`src/logic/csf_pkg.sv`:
```
`default_nettype none
package csf_pkg;

	// ------------------------------------------------------------
	// Register byte offsets on the APB port
	// ------------------------------------------------------------
	localparam logic [7:0] STATUS_OFFSET = 8'h00;
	localparam logic [7:0] INT_STATUS_OFFSET = 8'h04;
	localparam logic [7:0] INT_MASK_OFFSET = 8'h08;
	localparam logic [7:0] LAST_RESULT_OFFSET = 8'h0C;

	// ------------------------------------------------------------
	// Status register field positions
	// ------------------------------------------------------------
	localparam int CARRY_BIT = 0;
	localparam int HALF_CARRY_BIT = 1;
	localparam int ZERO_BIT = 2;
	localparam int OVERFLOW_BIT = 3;
	localparam int POWER_DOWN_BIT = 4;
	localparam int TIMEOUT_BIT = 5;
	localparam int ARITH_FLAG_W = 4;

	// ------------------------------------------------------------
	// Interrupt event positions
	// ------------------------------------------------------------
	localparam int EVT_TIMEOUT_BIT = 0;
	localparam int EVT_HALT_BIT = 1;
	localparam int EVT_OVERFLOW_BIT = 2;
	localparam int EVT_W = 3;

	// ------------------------------------------------------------
	// Reset values
	// ------------------------------------------------------------
	localparam logic [3:0] ARITH_FLAGS_RESET = 4'h0;
	localparam logic [2:0] INT_MASK_RESET = 3'h0;
	localparam logic [7:0] RESULT_RESET = 8'h00;
	localparam int RESET_SYNC_STAGES = 2;

	// ------------------------------------------------------------
	// Operation classes reported by the execution logic
	// ------------------------------------------------------------
	typedef enum logic [2:0] {
		CSF_OP_ADD,
		CSF_OP_ADD_CARRY,
		CSF_OP_SUB,
		CSF_OP_SUB_CARRY,
		CSF_OP_LOGIC,
		CSF_OP_ROT_LEFT_CARRY,
		CSF_OP_ROT_RIGHT_CARRY
	} csf_op_type;

endpackage
`default_nettype wire

```
`src/logic/csf_reset_sync.sv`:
```
`timescale 1ns/1ps
`default_nettype none
module csf_reset_sync #(
	parameter int STAGES = csf_pkg::RESET_SYNC_STAGES
) (
	// Clock and raw reset
	input wire logic clk,
	input wire logic rst_b,
	// Released copy
	output logic syncRst_b
);

	logic [STAGES-1:0] chain_q;

	// ------------------------------------------------------------
	// Release chain
	// ------------------------------------------------------------
	// Assert at once, release only after the chain fills
	always_ff @(posedge clk or negedge rst_b) begin
		if (!rst_b) begin
			chain_q <= '0;
		end else begin
			chain_q <= {chain_q[STAGES-2:0], 1'b1};
		end
	end

	assign syncRst_b = chain_q[STAGES-1];

endmodule
`default_nettype wire

```
`src/logic/csf_flag_calc.sv`:
```
`timescale 1ns/1ps
`default_nettype none
module csf_flag_calc #(
	parameter int WIDTH = 8
) (
	// Operation
	input wire csf_pkg::csf_op_type opKind,
	input wire logic [WIDTH-1:0] opA,
	input wire logic [WIDTH-1:0] opB,
	input wire logic carryIn,
	// Result and flags
	output logic [WIDTH-1:0] result,
	output logic carryOut,
	output logic halfCarryOut,
	output logic overflowOut,
	output logic zeroOut,
	// Which flags this operation touches
	output logic updArith,
	output logic updZero,
	output logic updCarry
);

	localparam int NIB = WIDTH / 2;

	wire isSub = (opKind == csf_pkg::CSF_OP_SUB) || (opKind == csf_pkg::CSF_OP_SUB_CARRY);
	wire isAdd = (opKind == csf_pkg::CSF_OP_ADD) || (opKind == csf_pkg::CSF_OP_ADD_CARRY);
	wire isRotL = opKind == csf_pkg::CSF_OP_ROT_LEFT_CARRY;
	wire isRotR = opKind == csf_pkg::CSF_OP_ROT_RIGHT_CARRY;

	// ------------------------------------------------------------
	// Adder: subtraction as a + ~b + 1 so carry means no borrow
	// ------------------------------------------------------------
	wire [WIDTH-1:0] addend = isSub ? ~opB : opB;
	wire cin = (opKind == csf_pkg::CSF_OP_SUB) ? 1'b1 :
		((opKind == csf_pkg::CSF_OP_ADD) ? 1'b0 : carryIn);
	wire [NIB:0] lowSum = {1'b0, opA[NIB-1:0]} + {1'b0, addend[NIB-1:0]} + {{NIB{1'b0}}, cin};
	wire [WIDTH-1:0] lowMsbSum = {1'b0, opA[WIDTH-2:0]} + {1'b0, addend[WIDTH-2:0]}
		+ {{(WIDTH-1){1'b0}}, cin};
	wire [WIDTH:0] fullSum = {1'b0, opA} + {1'b0, addend} + {{WIDTH{1'b0}}, cin};

	// Result select; logic results arrive already formed in opA
	assign result = (isAdd || isSub) ? fullSum[WIDTH-1:0] :
		isRotL ? {opA[WIDTH-2:0], carryIn} :
		isRotR ? {carryIn, opA[WIDTH-1:1]} : opA;

	// (RULE_06) carry or no borrow
	// (RULE_05) rotate shifts out into carry
	assign carryOut = isRotL ? opA[WIDTH-1] : (isRotR ? opA[0] : fullSum[WIDTH]);
	// (RULE_04) nibble carry or no borrow
	assign halfCarryOut = lowSum[NIB];
	// (RULE_02) carry in differs from out
	assign overflowOut = lowMsbSum[WIDTH-1] ^ fullSum[WIDTH];
	// (RULE_03) zero result
	assign zeroOut = ~|result;

	assign updArith = isAdd || isSub;
	assign updZero = isAdd || isSub || (opKind == csf_pkg::CSF_OP_LOGIC);
	assign updCarry = isAdd || isSub || isRotL || isRotR;

endmodule
`default_nettype wire

```
`src/logic/csf_status_top.sv`:
```
`timescale 1ns/1ps
`default_nettype none
// Functional notes
// (RULE_01) Power-down flag: cleared at power-up or watchdog clear, set by halt.
// (RULE_02) Overflow set when carry into MSB differs from carry out, else cleared.
// (RULE_03) Zero flag set when arithmetic or logic result is zero, else cleared.
// (RULE_04) Half carry: low nibble carry on add, no nibble borrow on subtract.
// (RULE_05) Rotate through carry loads shifted-out bit into carry, old carry enters.
// (RULE_06) Carry set on add carry-out or subtract with no borrow, else cleared.
// (RULE_07) Timeout flag set by watchdog timeout; cleared by power-up, clear, halt.
// (RULE_08) Software writes change only arithmetic flags, never timeout or power-down.
// (RULE_09) Top two bits read zero; system flags zero after power-on reset.
module csf_status_top #(
	parameter int WIDTH = 8
) (
	// Clock and reset
	input wire logic clk,
	input wire logic rst_b,
	// APB slave
	input wire logic psel,
	input wire logic penable,
	input wire logic pwrite,
	input wire logic [7:0] paddr,
	input wire logic [31:0] pwdata,
	output logic [31:0] prdata,
	output logic pready,
	output logic pslverr,
	// Execution unit
	input wire logic opValid,
	input wire csf_pkg::csf_op_type opKind,
	input wire logic [WIDTH-1:0] opA,
	input wire logic [WIDTH-1:0] opB,
	output logic [WIDTH-1:0] opResult,
	// System events
	input wire logic watchdogClearExec,
	input wire logic haltExec,
	input wire logic watchdogTimeoutEvt,
	// Flag view and interrupt
	output logic [7:0] statusFlags,
	output logic irq
);

	// ------------------------------------------------------------
	// Reset release
	// ------------------------------------------------------------
	logic syncRst_b;

	csf_reset_sync #(
		.STAGES(csf_pkg::RESET_SYNC_STAGES)
	) uResetSync (
		.clk(clk),
		.rst_b(rst_b),
		.syncRst_b(syncRst_b)
	);

	// ------------------------------------------------------------
	// State
	// ------------------------------------------------------------
	logic [3:0] arithFlags_q;
	logic [3:0] arithFlags_d;
	logic timeoutFlag_q;
	logic timeoutFlag_d;
	logic powerDownFlag_q;
	logic powerDownFlag_d;
	logic [csf_pkg::EVT_W-1:0] intStatus_q;
	logic [csf_pkg::EVT_W-1:0] intStatus_d;
	logic [csf_pkg::EVT_W-1:0] intMask_q;
	logic [csf_pkg::EVT_W-1:0] intMask_d;
	logic [WIDTH-1:0] result_q;
	logic [WIDTH-1:0] result_d;

	// Result reset value, sized to the datapath
	localparam logic [WIDTH-1:0] RESULT_RST = WIDTH'(csf_pkg::RESULT_RESET);

	// ------------------------------------------------------------
	// Flag calculation
	// ------------------------------------------------------------
	logic [WIDTH-1:0] calcResult;
	logic calcCarry;
	logic calcHalfCarry;
	logic calcOverflow;
	logic calcZero;
	logic updArith;
	logic updZero;
	logic updCarry;

	csf_flag_calc #(
		.WIDTH(WIDTH)
	) uFlagCalc (
		.opKind(opKind),
		.opA(opA),
		.opB(opB),
		.carryIn(arithFlags_q[csf_pkg::CARRY_BIT]),
		.result(calcResult),
		.carryOut(calcCarry),
		.halfCarryOut(calcHalfCarry),
		.overflowOut(calcOverflow),
		.zeroOut(calcZero),
		.updArith(updArith),
		.updZero(updZero),
		.updCarry(updCarry)
	);

	// ------------------------------------------------------------
	// APB decode
	// ------------------------------------------------------------
	// Single-cycle access phase, so pready may be tied high
	wire apbAccess = psel && penable;
	wire hitStatus = paddr == csf_pkg::STATUS_OFFSET;
	wire hitIntStatus = paddr == csf_pkg::INT_STATUS_OFFSET;
	wire hitIntMask = paddr == csf_pkg::INT_MASK_OFFSET;
	wire hitResult = paddr == csf_pkg::LAST_RESULT_OFFSET;
	wire hitAny = hitStatus || hitIntStatus || hitIntMask || hitResult;
	wire wrStatus = apbAccess && pwrite && hitStatus;
	wire wrIntMask = apbAccess && pwrite && hitIntMask;
	wire rdIntStatus = apbAccess && !pwrite && hitIntStatus;

	assign pready = 1'b1;
	assign pslverr = apbAccess && !hitAny;

	// ------------------------------------------------------------
	// Arithmetic flag update
	// ------------------------------------------------------------
	// Execution wins over a same-cycle software write, per flag it touches
	wire [3:0] execMask = {updArith, updZero, updArith, updCarry};
	wire [3:0] execVal = {calcOverflow, calcZero, calcHalfCarry, calcCarry};
	// (RULE_08) software loads arithmetic flags
	wire [3:0] swVal = wrStatus ? pwdata[3:0] : arithFlags_q;
	// (RULE_02) overflow, zero, half carry, carry
	// (RULE_05) rotate carry update
	assign arithFlags_d = opValid ? ((execVal & execMask) | (swVal & ~execMask)) : swVal;

	// ------------------------------------------------------------
	// System flag update
	// ------------------------------------------------------------
	// Timeout set wins over a same-cycle clear so no event is lost
	// (RULE_07) timeout set and clear
	assign timeoutFlag_d = watchdogTimeoutEvt ? 1'b1 :
		((watchdogClearExec || haltExec) ? 1'b0 : timeoutFlag_q);
	// (RULE_01) halt sets, watchdog clear clears
	assign powerDownFlag_d = haltExec ? 1'b1 :
		(watchdogClearExec ? 1'b0 : powerDownFlag_q);

	// ------------------------------------------------------------
	// Interrupt status, mask and result capture
	// ------------------------------------------------------------
	wire [csf_pkg::EVT_W-1:0] events;
	assign events[csf_pkg::EVT_TIMEOUT_BIT] = watchdogTimeoutEvt;
	assign events[csf_pkg::EVT_HALT_BIT] = haltExec;
	assign events[csf_pkg::EVT_OVERFLOW_BIT] = opValid && updArith && calcOverflow;

	// Read clears, but an event in the same cycle survives
	assign intStatus_d = (intStatus_q & ~{csf_pkg::EVT_W{rdIntStatus}}) | events;
	assign intMask_d = wrIntMask ? pwdata[csf_pkg::EVT_W-1:0] : intMask_q;
	assign result_d = opValid ? calcResult : result_q;

	// ------------------------------------------------------------
	// Registers
	// ------------------------------------------------------------
	// (RULE_09) system flags zero on power-on
	always_ff @(posedge clk or negedge syncRst_b) begin
		if (!syncRst_b) begin
			timeoutFlag_q <= 1'b0;
			powerDownFlag_q <= 1'b0;
		end else begin
			timeoutFlag_q <= timeoutFlag_d;
			powerDownFlag_q <= powerDownFlag_d;
		end
	end

	// Arithmetic flags are undefined after power-on; zero is chosen
	always_ff @(posedge clk or negedge syncRst_b) begin
		if (!syncRst_b) begin
			arithFlags_q <= csf_pkg::ARITH_FLAGS_RESET;
			result_q <= RESULT_RST;
		end else begin
			arithFlags_q <= arithFlags_d;
			result_q <= result_d;
		end
	end

	// Interrupt bookkeeping
	always_ff @(posedge clk or negedge syncRst_b) begin
		if (!syncRst_b) begin
			intStatus_q <= '0;
			intMask_q <= csf_pkg::INT_MASK_RESET;
		end else begin
			intStatus_q <= intStatus_d;
			intMask_q <= intMask_d;
		end
	end

	// ------------------------------------------------------------
	// Outputs
	// ------------------------------------------------------------
	// (RULE_09) top two bits read zero
	assign statusFlags = {2'b00, timeoutFlag_q, powerDownFlag_q, arithFlags_q};
	assign opResult = result_q;
	assign irq = |(intStatus_q & intMask_q);

	// Read mux; unused upper bits read zero
	wire [31:0] rdStatus = {24'h000000, statusFlags};
	wire [31:0] rdIntStatus_w = {{(32-csf_pkg::EVT_W){1'b0}}, intStatus_q};
	wire [31:0] rdIntMask_w = {{(32-csf_pkg::EVT_W){1'b0}}, intMask_q};
	wire [31:0] rdResult = {{(32-WIDTH){1'b0}}, result_q};
	assign prdata = hitStatus ? rdStatus :
		hitIntStatus ? rdIntStatus_w :
		hitIntMask ? rdIntMask_w :
		hitResult ? rdResult : 32'h00000000;

endmodule
`default_nettype wire

```
`config.mk`:
```
export PLATFORM = sky130hd
export DESIGN_NAME = csf_status_top
export DESIGN_NICKNAME = d
export VERILOG_FILES = /design/src/logic/csf_pkg.sv /design/src/logic/csf_reset_sync.sv /design/src/logic/csf_flag_calc.sv /design/src/logic/csf_status_top.sv
export SDC_FILE = /design/constraint.sdc
export NUM_CORES = 1
export LEC_CHECK = 0
export BUFFER_PORTS_ARGS = -buffer_cell sky130_fd_sc_hd__buf_2
export CAP_MARGIN = 20
export CELL_PAD_IN_SITES_DETAIL_PLACEMENT = 0
export CELL_PAD_IN_SITES_GLOBAL_PLACEMENT = 1
export CORE_MARGIN = 1
export CORE_UTILIZATION = 34
export DETAILED_ROUTE_END_ITERATION = 8
export PLACE_DENSITY_LB_ADDON = 0.1
export SLEW_MARGIN = 20
export SYNTH_ARGS = -nofsm -noshare
export SYNTH_HDL_FRONTEND = slang
export SYNTH_SLANG_ARGS = --single-unit
```
`constraint.sdc`:
```
create_clock -name clk -period 2.03 [get_ports clk]
set_input_delay 0.1015 -clock clk [delete_from_list [all_inputs] [get_ports clk]]
set_output_delay 0.1015 -clock clk [all_outputs]
set_load 0.02 [all_outputs]
```
After elaboration in Yosys (flattened, before gate mapping):

Index checks and enable logic that the tools add are counted.

* equality and inequality tests: 9
* reduce and logical (&&, ||, !) cells: 28
* bitwise gates (word level): 10
* $add $sub $neg: 6
* muxes and demuxes: 18

Operators by type and width (count)
* 32-bit 2-to-1 mux: 3
* 8-bit 2-to-1 mux: 5
* 8-bit by 4-bit equality test with 1-bit output, second input constant: 2
* 1-bit logical OR: 10
* 8-bit by 8-bit adder with 9-bit output: 1
* 9-bit by 1-bit adder with 9-bit output: 1
* 3-bit equality test, second input constant: 3
* 1-bit logical AND: 9
* 7-bit by 7-bit adder with 8-bit output: 1
* 8-bit by 1-bit adder with 8-bit output: 1
* 4-bit bitwise AND: 2
* 8-bit by 3-bit equality test with 1-bit output, second input constant: 1
* 8-bit zero test: 1
* 1-bit 2-to-1 mux: 8
* 4-bit 2-to-1 mux: 2
* 8-bit NOT: 1
* 8-bit OR reduction: 1
* 3-bit bitwise AND: 2
* 3-bit by 2-bit equality test with 1-bit output, second input constant: 2
* 4-bit by 4-bit adder with 5-bit output: 1
* 5-bit by 1-bit adder with 5-bit output: 1
* 4-bit NOT: 1
* 4-bit bitwise OR: 1
* 2-bit nonzero test: 2
* other kinds (7): 9

* input bits: 68
* output and inout bits: 51
* register bits after elaboration: 22

Logic depth before layout (Yosys ltp):

* depth after elaboration: 11
* mapped depth: 13
* mapped depth without buffers: 12

Modules after synthesis:

A second synthesis with hierarchy kept.

* cell total of the unflattened synthesis: 243
* area, all modules: 2264.7 um^2

Modules (own cells, without submodules)
* csf_status_top: instances 1, cells each 128, area each 1383.8 um^2, sequential area each 500.5 um^2
* csf_flag_calc: instances 1, cells each 112, area each 827.0 um^2, sequential area each 0.0 um^2
* csf_reset_sync: instances 1, cells each 3, area each 53.8 um^2, sequential area each 50.0 um^2

Worst setup path before layout:

OpenSTA, ideal clock, no wires.

* path kind: input to register
* start: in opKind[1]
* end: reg arithFlags_q[0]
* path slack: -0.728 ns
* library setup time: 0.130 ns
* path buffers: 2
* cell stages on the path: 13
* data arrival time: 2.628 ns
* path through: buf_4 buf_2 nand2_1 xor2_1 fa_1 inv_1 fa_1 a21o_1 a221oi_2 o21ai_1 a21o_1 a221oi_1 a21oi_1

* longest elaborated chain between the ends: 10

RTL lines
* start, declared: RTL line csf_status_top.sv:30 `input wire csf_pkg::csf_op_type opKind,`
* 3-bit by 2-bit equality test with 1-bit output, on equally long branches: RTL line csf_flag_calc.sv:25, csf_flag_calc.sv:34
* 1-bit logical OR: RTL line csf_flag_calc.sv:25 `wire isSub = (opKind == csf_pkg::CSF_OP_SUB) || (opKind == csf_pkg::CSF_OP_SUB_CARRY);`
* 8-bit 2-to-1 mux: RTL line csf_flag_calc.sv:33 `wire [WIDTH-1:0] addend = isSub ? ~opB : opB;`
* 8-bit by 8-bit adder with 9-bit output: RTL line csf_flag_calc.sv:39 `wire [WIDTH:0] fullSum = {1'b0, opA} + {1'b0, addend} + {{WIDTH{1'b0}}, cin};`
* 9-bit by 1-bit adder with 9-bit output: RTL line csf_flag_calc.sv:39
* 1-bit 2-to-1 mux (2 in series): RTL line csf_flag_calc.sv:48 `assign carryOut = isRotL ? opA[WIDTH-1] : (isRotR ? opA[0] : fullSum[WIDTH]);`
* 4-bit bitwise AND: RTL line csf_status_top.sv:131 `assign arithFlags_d = opValid ? ((execVal & execMask) | (swVal & ~execMask)) : swVal;`
* 4-bit bitwise OR *: RTL line csf_status_top.sv:131
* 4-bit 2-to-1 mux *: RTL line csf_status_top.sv:131
* named net arithFlags_d[0]: RTL line csf_status_top.sv:60 `logic [3:0] arithFlags_d;`
* end signal, assigned: RTL line csf_status_top.sv:174 `arithFlags_q <= csf_pkg::ARITH_FLAGS_RESET;`
* end signal, assigned: RTL line csf_status_top.sv:177 `arithFlags_q <= arithFlags_d;`
* end, declared: RTL line csf_status_top.sv:59 `logic [3:0] arithFlags_q;`

Mark *: on every way through the listed nets, which the timed path passes. The rest lies on a longest branch.
A chain may end at the register's enable or synchronous reset.

Final worst setup path:

* start: reg arithFlags_q[0]
* end: reg arithFlags_q[0]

* longest elaborated chain between the ends: 8

RTL lines
* 1-bit 2-to-1 mux: RTL line csf_flag_calc.sv:35 `((opKind == csf_pkg::CSF_OP_ADD) ? 1'b0 : carryIn);`
* 1-bit 2-to-1 mux: RTL line csf_flag_calc.sv:34 `wire cin = (opKind == csf_pkg::CSF_OP_SUB) ? 1'b1 :`
* 9-bit by 1-bit adder with 9-bit output: RTL line csf_flag_calc.sv:39
* 1-bit 2-to-1 mux (2 in series): RTL line csf_flag_calc.sv:48
* 4-bit bitwise AND: RTL line csf_status_top.sv:131
* 4-bit bitwise OR: RTL line csf_status_top.sv:131
* 4-bit 2-to-1 mux *: RTL line csf_status_top.sv:131
* named net arithFlags_d[0]: RTL line csf_status_top.sv:60

Marked as above.

==> results.txt <==
The clock latency reported for the late side of the worst-skew pair is 260 ps, and the number of CTS-inserted buffers is 3. In the routed layout, each cell is associated on average with a via count of 4.74. The overall track demand over capacity in global routing is 0.161, and the worst hold margin is 45.4 ps.

The worst setup path is captured at a flip-flop. The highest clock frequency the design can meet is 422 MHz. The number of global-route vias before repair was 1718. The relative slew slack was 0.467; the half-perimeter wire length of the detailed placement result was 4.28 mm.

The die covers 0.00644 sq mm. Total power for the finished layout comes to 1570 uW. The clock share of power was 0.165; the number of nets in the layout was 395. For this design the total switching power over the nets is 599 uW. The switching portion of total power is 0.382, and the antenna diode count is 0.

The initial antenna violation count is 0, and the power share of the sequential group is 0.342. The min-delay analysis places its worst path in the category in2reg. The overall die width was 80.2 microns. For the H-tree depth, the log shows 1. The largest fanout on the critical path was 3. Synthesis inferred 22 register bits. After filler insertion, the fill cell instance count of the layout stands at 644. The flow ran to the end, but the final reports show violations. The combined area of the multi-input logic cells came out at 0.00142 sq mm. Dividing the synthesized area by the synthesized cell count gives 8.78 sq um. In the routed design, unresolved DRC markers number 0. Counting along the longest clock path gives a buffer depth of 2. Setup repair after global routing could not meet its margin everywhere. The biggest area contributor in the post-synthesis netlist is dfrtp_1. For this run, the leading register cell type out of synthesis is dfrtp_1. The element type at the critical path start was a flip-flop. The slew at the pin with the worst max-slew slack came out at 799 ps. The core region is 0.00592 sq mm.

Summing over every cut layer, the via total after detailed routing is 1849. The remaining antenna violation count after routing is 0. The placer's final routability congestion estimate is 0.887. Time the final worst path needs with I/O delays and setup: 2370 ps. In this run the static leakage power is 0.00134 uW.

The mapped netlist covers 0.00208 sq mm. Yosys attributes the largest share of cell area to dfrtp_1 26%, buf_4 12%, xnor2_1 5.1%. The checks that failed: negative setup slack. The worst setup path is of the reg2reg kind. STA puts the critical path data arrival time at 2510 ps. The number of DRC markers after the initial detailed-route iteration was 43. Port buffering added 63 buffers. The count of flip-flops with a built-in enable after synthesis is 0, and the total power density per cell area is 591 mW/mm^2.

For the maximum vdd drop, the log shows 0.227 mV. The first TritonRoute pass finished after 6 iterations. The share of the clock period used by the worst path after layout is 1.17, and the number of hold violations in the final report is 0. The number of max-slew violations in the final report is 0, and the combinational fraction of design power is 0.493. The number of max-capacitance violations reported was 0; the design area was 0.00265 sq mm.

For the smallest setup slack after layout, the log shows -341 ps. For the final database, setup skew stands at 1.10 ps. The async set or reset register ratio after synthesis works out to 1.00.

After detailed routing, the total wire length is 5.13 mm. In the final routed layout, each cell accounts on average for 13.2 microns. The critical path data required time is 2170 ps, and the pin count of the biggest net entering global routing is 21.

The share of the yosys chip area belonging to registers came out at 0.265. Setup violations remaining at the end of the flow were counted as 7. The count of cell types in the netlist was 46; the number of I/O pins was 119. The share of Yosys cell area claimed by the top area cell type was 0.265. Cell internal power was estimated by the tool at 970 uW.

For the effective utilization at floorplan, the log shows 0.351. The first global-routing pass estimated 8.08 mm of wire. The logs give 237 for the cell count after synthesis and 0.00251 sq mm for the cell area after placement. TritonCTS built the clock tree.

The area added between synthesis and finish was 27.5%; the total global routing overflow was 0. Die extent in y: 80.2 microns. Clock tree synthesis found a total of 22 sinks. The share of final-layout standard cells stronger than drive strength 1 is 0.390, and the clock transition time at the flip-flop clock pins of the worst setup and hold paths is 70 ps.

The clock root buffer master is clkbuf_8. The number of warnings printed during yosys synthesis came out at 0. The floorplan has 28 rows. Registers take 551 sq um.
-- stage by stage --
stage               utilization  setup slack [ps]  cells  TNS (ps)
global placement          0.424              -459    382     -2970
finish                    0.448              -341    390     -1700
global route              0.448              -481    390     -2740
detailed placement        0.424              -506    382     -3130
CTS                       0.436              -372    387     -1860
floorplan                     -              -447    263     -1840
-- synth_stat cells, drive strengths merged, types with 2 or more instances --
cell / instances
a31oi: 2
o211ai: 3
a21oi: 16
o22ai: 4
buf: 35
nor2: 21
a221oi: 2
a21o: 7
xor2: 5
and3: 3
nand2b: 2
fa: 2
nor2b: 4
nand3b: 2
nor3: 2
o21ai: 13
ha: 8
inv: 6
nand2: 19
conb: 2
mux2: 7
mux2i: 7
dfrtp: 22
and2: 4
xnor2: 12
mux4: 3
and4: 3
a211oi: 2
clkbuf: 5
nand3: 6
-- routing by layer --
layer	vias up	part of all wire	GRT usage
met5	-	0	0
met4	0	0.014	0.0554
met3	6	0.049	0.0125
met2	59	0.49	0.283
met1	858	0.45	0.207
li1	926	-	-
-- state kept, by name, indices dropped and copies added, names as in the netlist --
name and count:
intMask_q 3, powerDownFlag_q 1, uResetSync.chain_q 2, timeoutFlag_q 1, arithFlags_q 4, opResult 8, intStatus_q 3
-- power groups by stage --
stage          registers, uW  clock network, uW  logic [uW]
2_1_floorplan            587                  0         470
3_3_place_gp             547                  0         712
3_5_place_dp             548                  0         710
4_1_cts                  539                277         730
5_1_grt                  547                292         848
6_report                 536                259         773
-- placed cells by master (no fill, tap or decap), types with 2 or more instances in the layout --
cell type	synthesis	layout
buf_2	1	63
conb_1	2	28
buf_4	34	23
dfrtp_1	22	22
nor2_1	21	20
nand2_1	19	18
a21oi_1	16	13
xnor2_1	12	10
o21ai_0	10	8
ha_1	8	8
a21o_1	7	7
mux2_2	7	7
nand3_1	6	6
mux2i_1	7	6
inv_1	6	5
and2_1	4	4
o22ai_1	4	4
xor2_1	5	4
and4_1	3	3
mux4_2	3	3
o211ai_1	3	3
nor2b_1	3	3
clkbuf_8	1	3
a21oi_2	0	2
and3_2	2	2
nand2b_1	2	2
nor3_1	2	2
a31oi_1	2	2
nand3b_1	2	2
o21ai_1	2	2
xnor2_2	0	2
o21ai_2	1	2
fa_2	0	2
buf_6	0	2
-- final timing paths --
check,from,endpoint,slack [ps],cells past startpoint
hold reg to reg,uResetSync.chain_q[1],opResult[5],330,0
hold / removal,watchdogTimeoutEvt,timeoutFlag_q,50,2
max in group asynchronous,uResetSync.chain_q[1],intMask_q[0],1200,0
setup / recovery,arithFlags_q[0],arithFlags_q[0],-340,10
setup reg to reg,arithFlags_q[0],arithFlags_q[0],-340,10
min in group asynchronous,rst_b,uResetSync.chain_q[1],160,2
-- critical path, cell delays in order (launching register included) --
cell	delay, ps
dfrtp_1	410
mux2i_2	170
fa_2	240
inv_2	40
fa_2	330
a21o_1	210
a221oi_4	270
o21ai_2	110
a21o_1	170
a221oi_2	230
a21oi_1	70
-- cell type report --
| type | count | area share |
|---|---|---|
| Tap cell | 75 | 0.0354 |
| Sequential cell | 22 | 0.208 |
| Inverter | 7 | 0.0104 |
| Multi-Input combinational cell | 194 | 0.535 |
| Timing Repair Buffer | 89 | 0.196 |
| Clock buffer | 3 | 0.0156 |
-- cells by family (layout without fill, tap and decap cells) --
kind of cell	count (synthesis)	after routing	share of synthesized area
DFF	22	22	0.265
xor gates and xnor gates	17	17	0.0716
muxes	17	17	0.104
adders and majority gates	10	10	0.0674
buffers and inverters	47	99	0.152
and+or+nand+nor	68	68	0.164
other	2	28	0.00361
AOI/OAI and AO/OA	54	54	0.174
-- repair_timing --
item | in CTS | in global routing
pin swaps | 8 | 6
setup buffers | 1 | 3
endpoints found under the hold margin | 2 | 0
cloned | 0 | 0
hold buffers | 1 | 0
setup endpoints to repair | 8 | 9
resized for setup | 3 | 9
No activity file was read; power rests on OpenSTA's default activity.
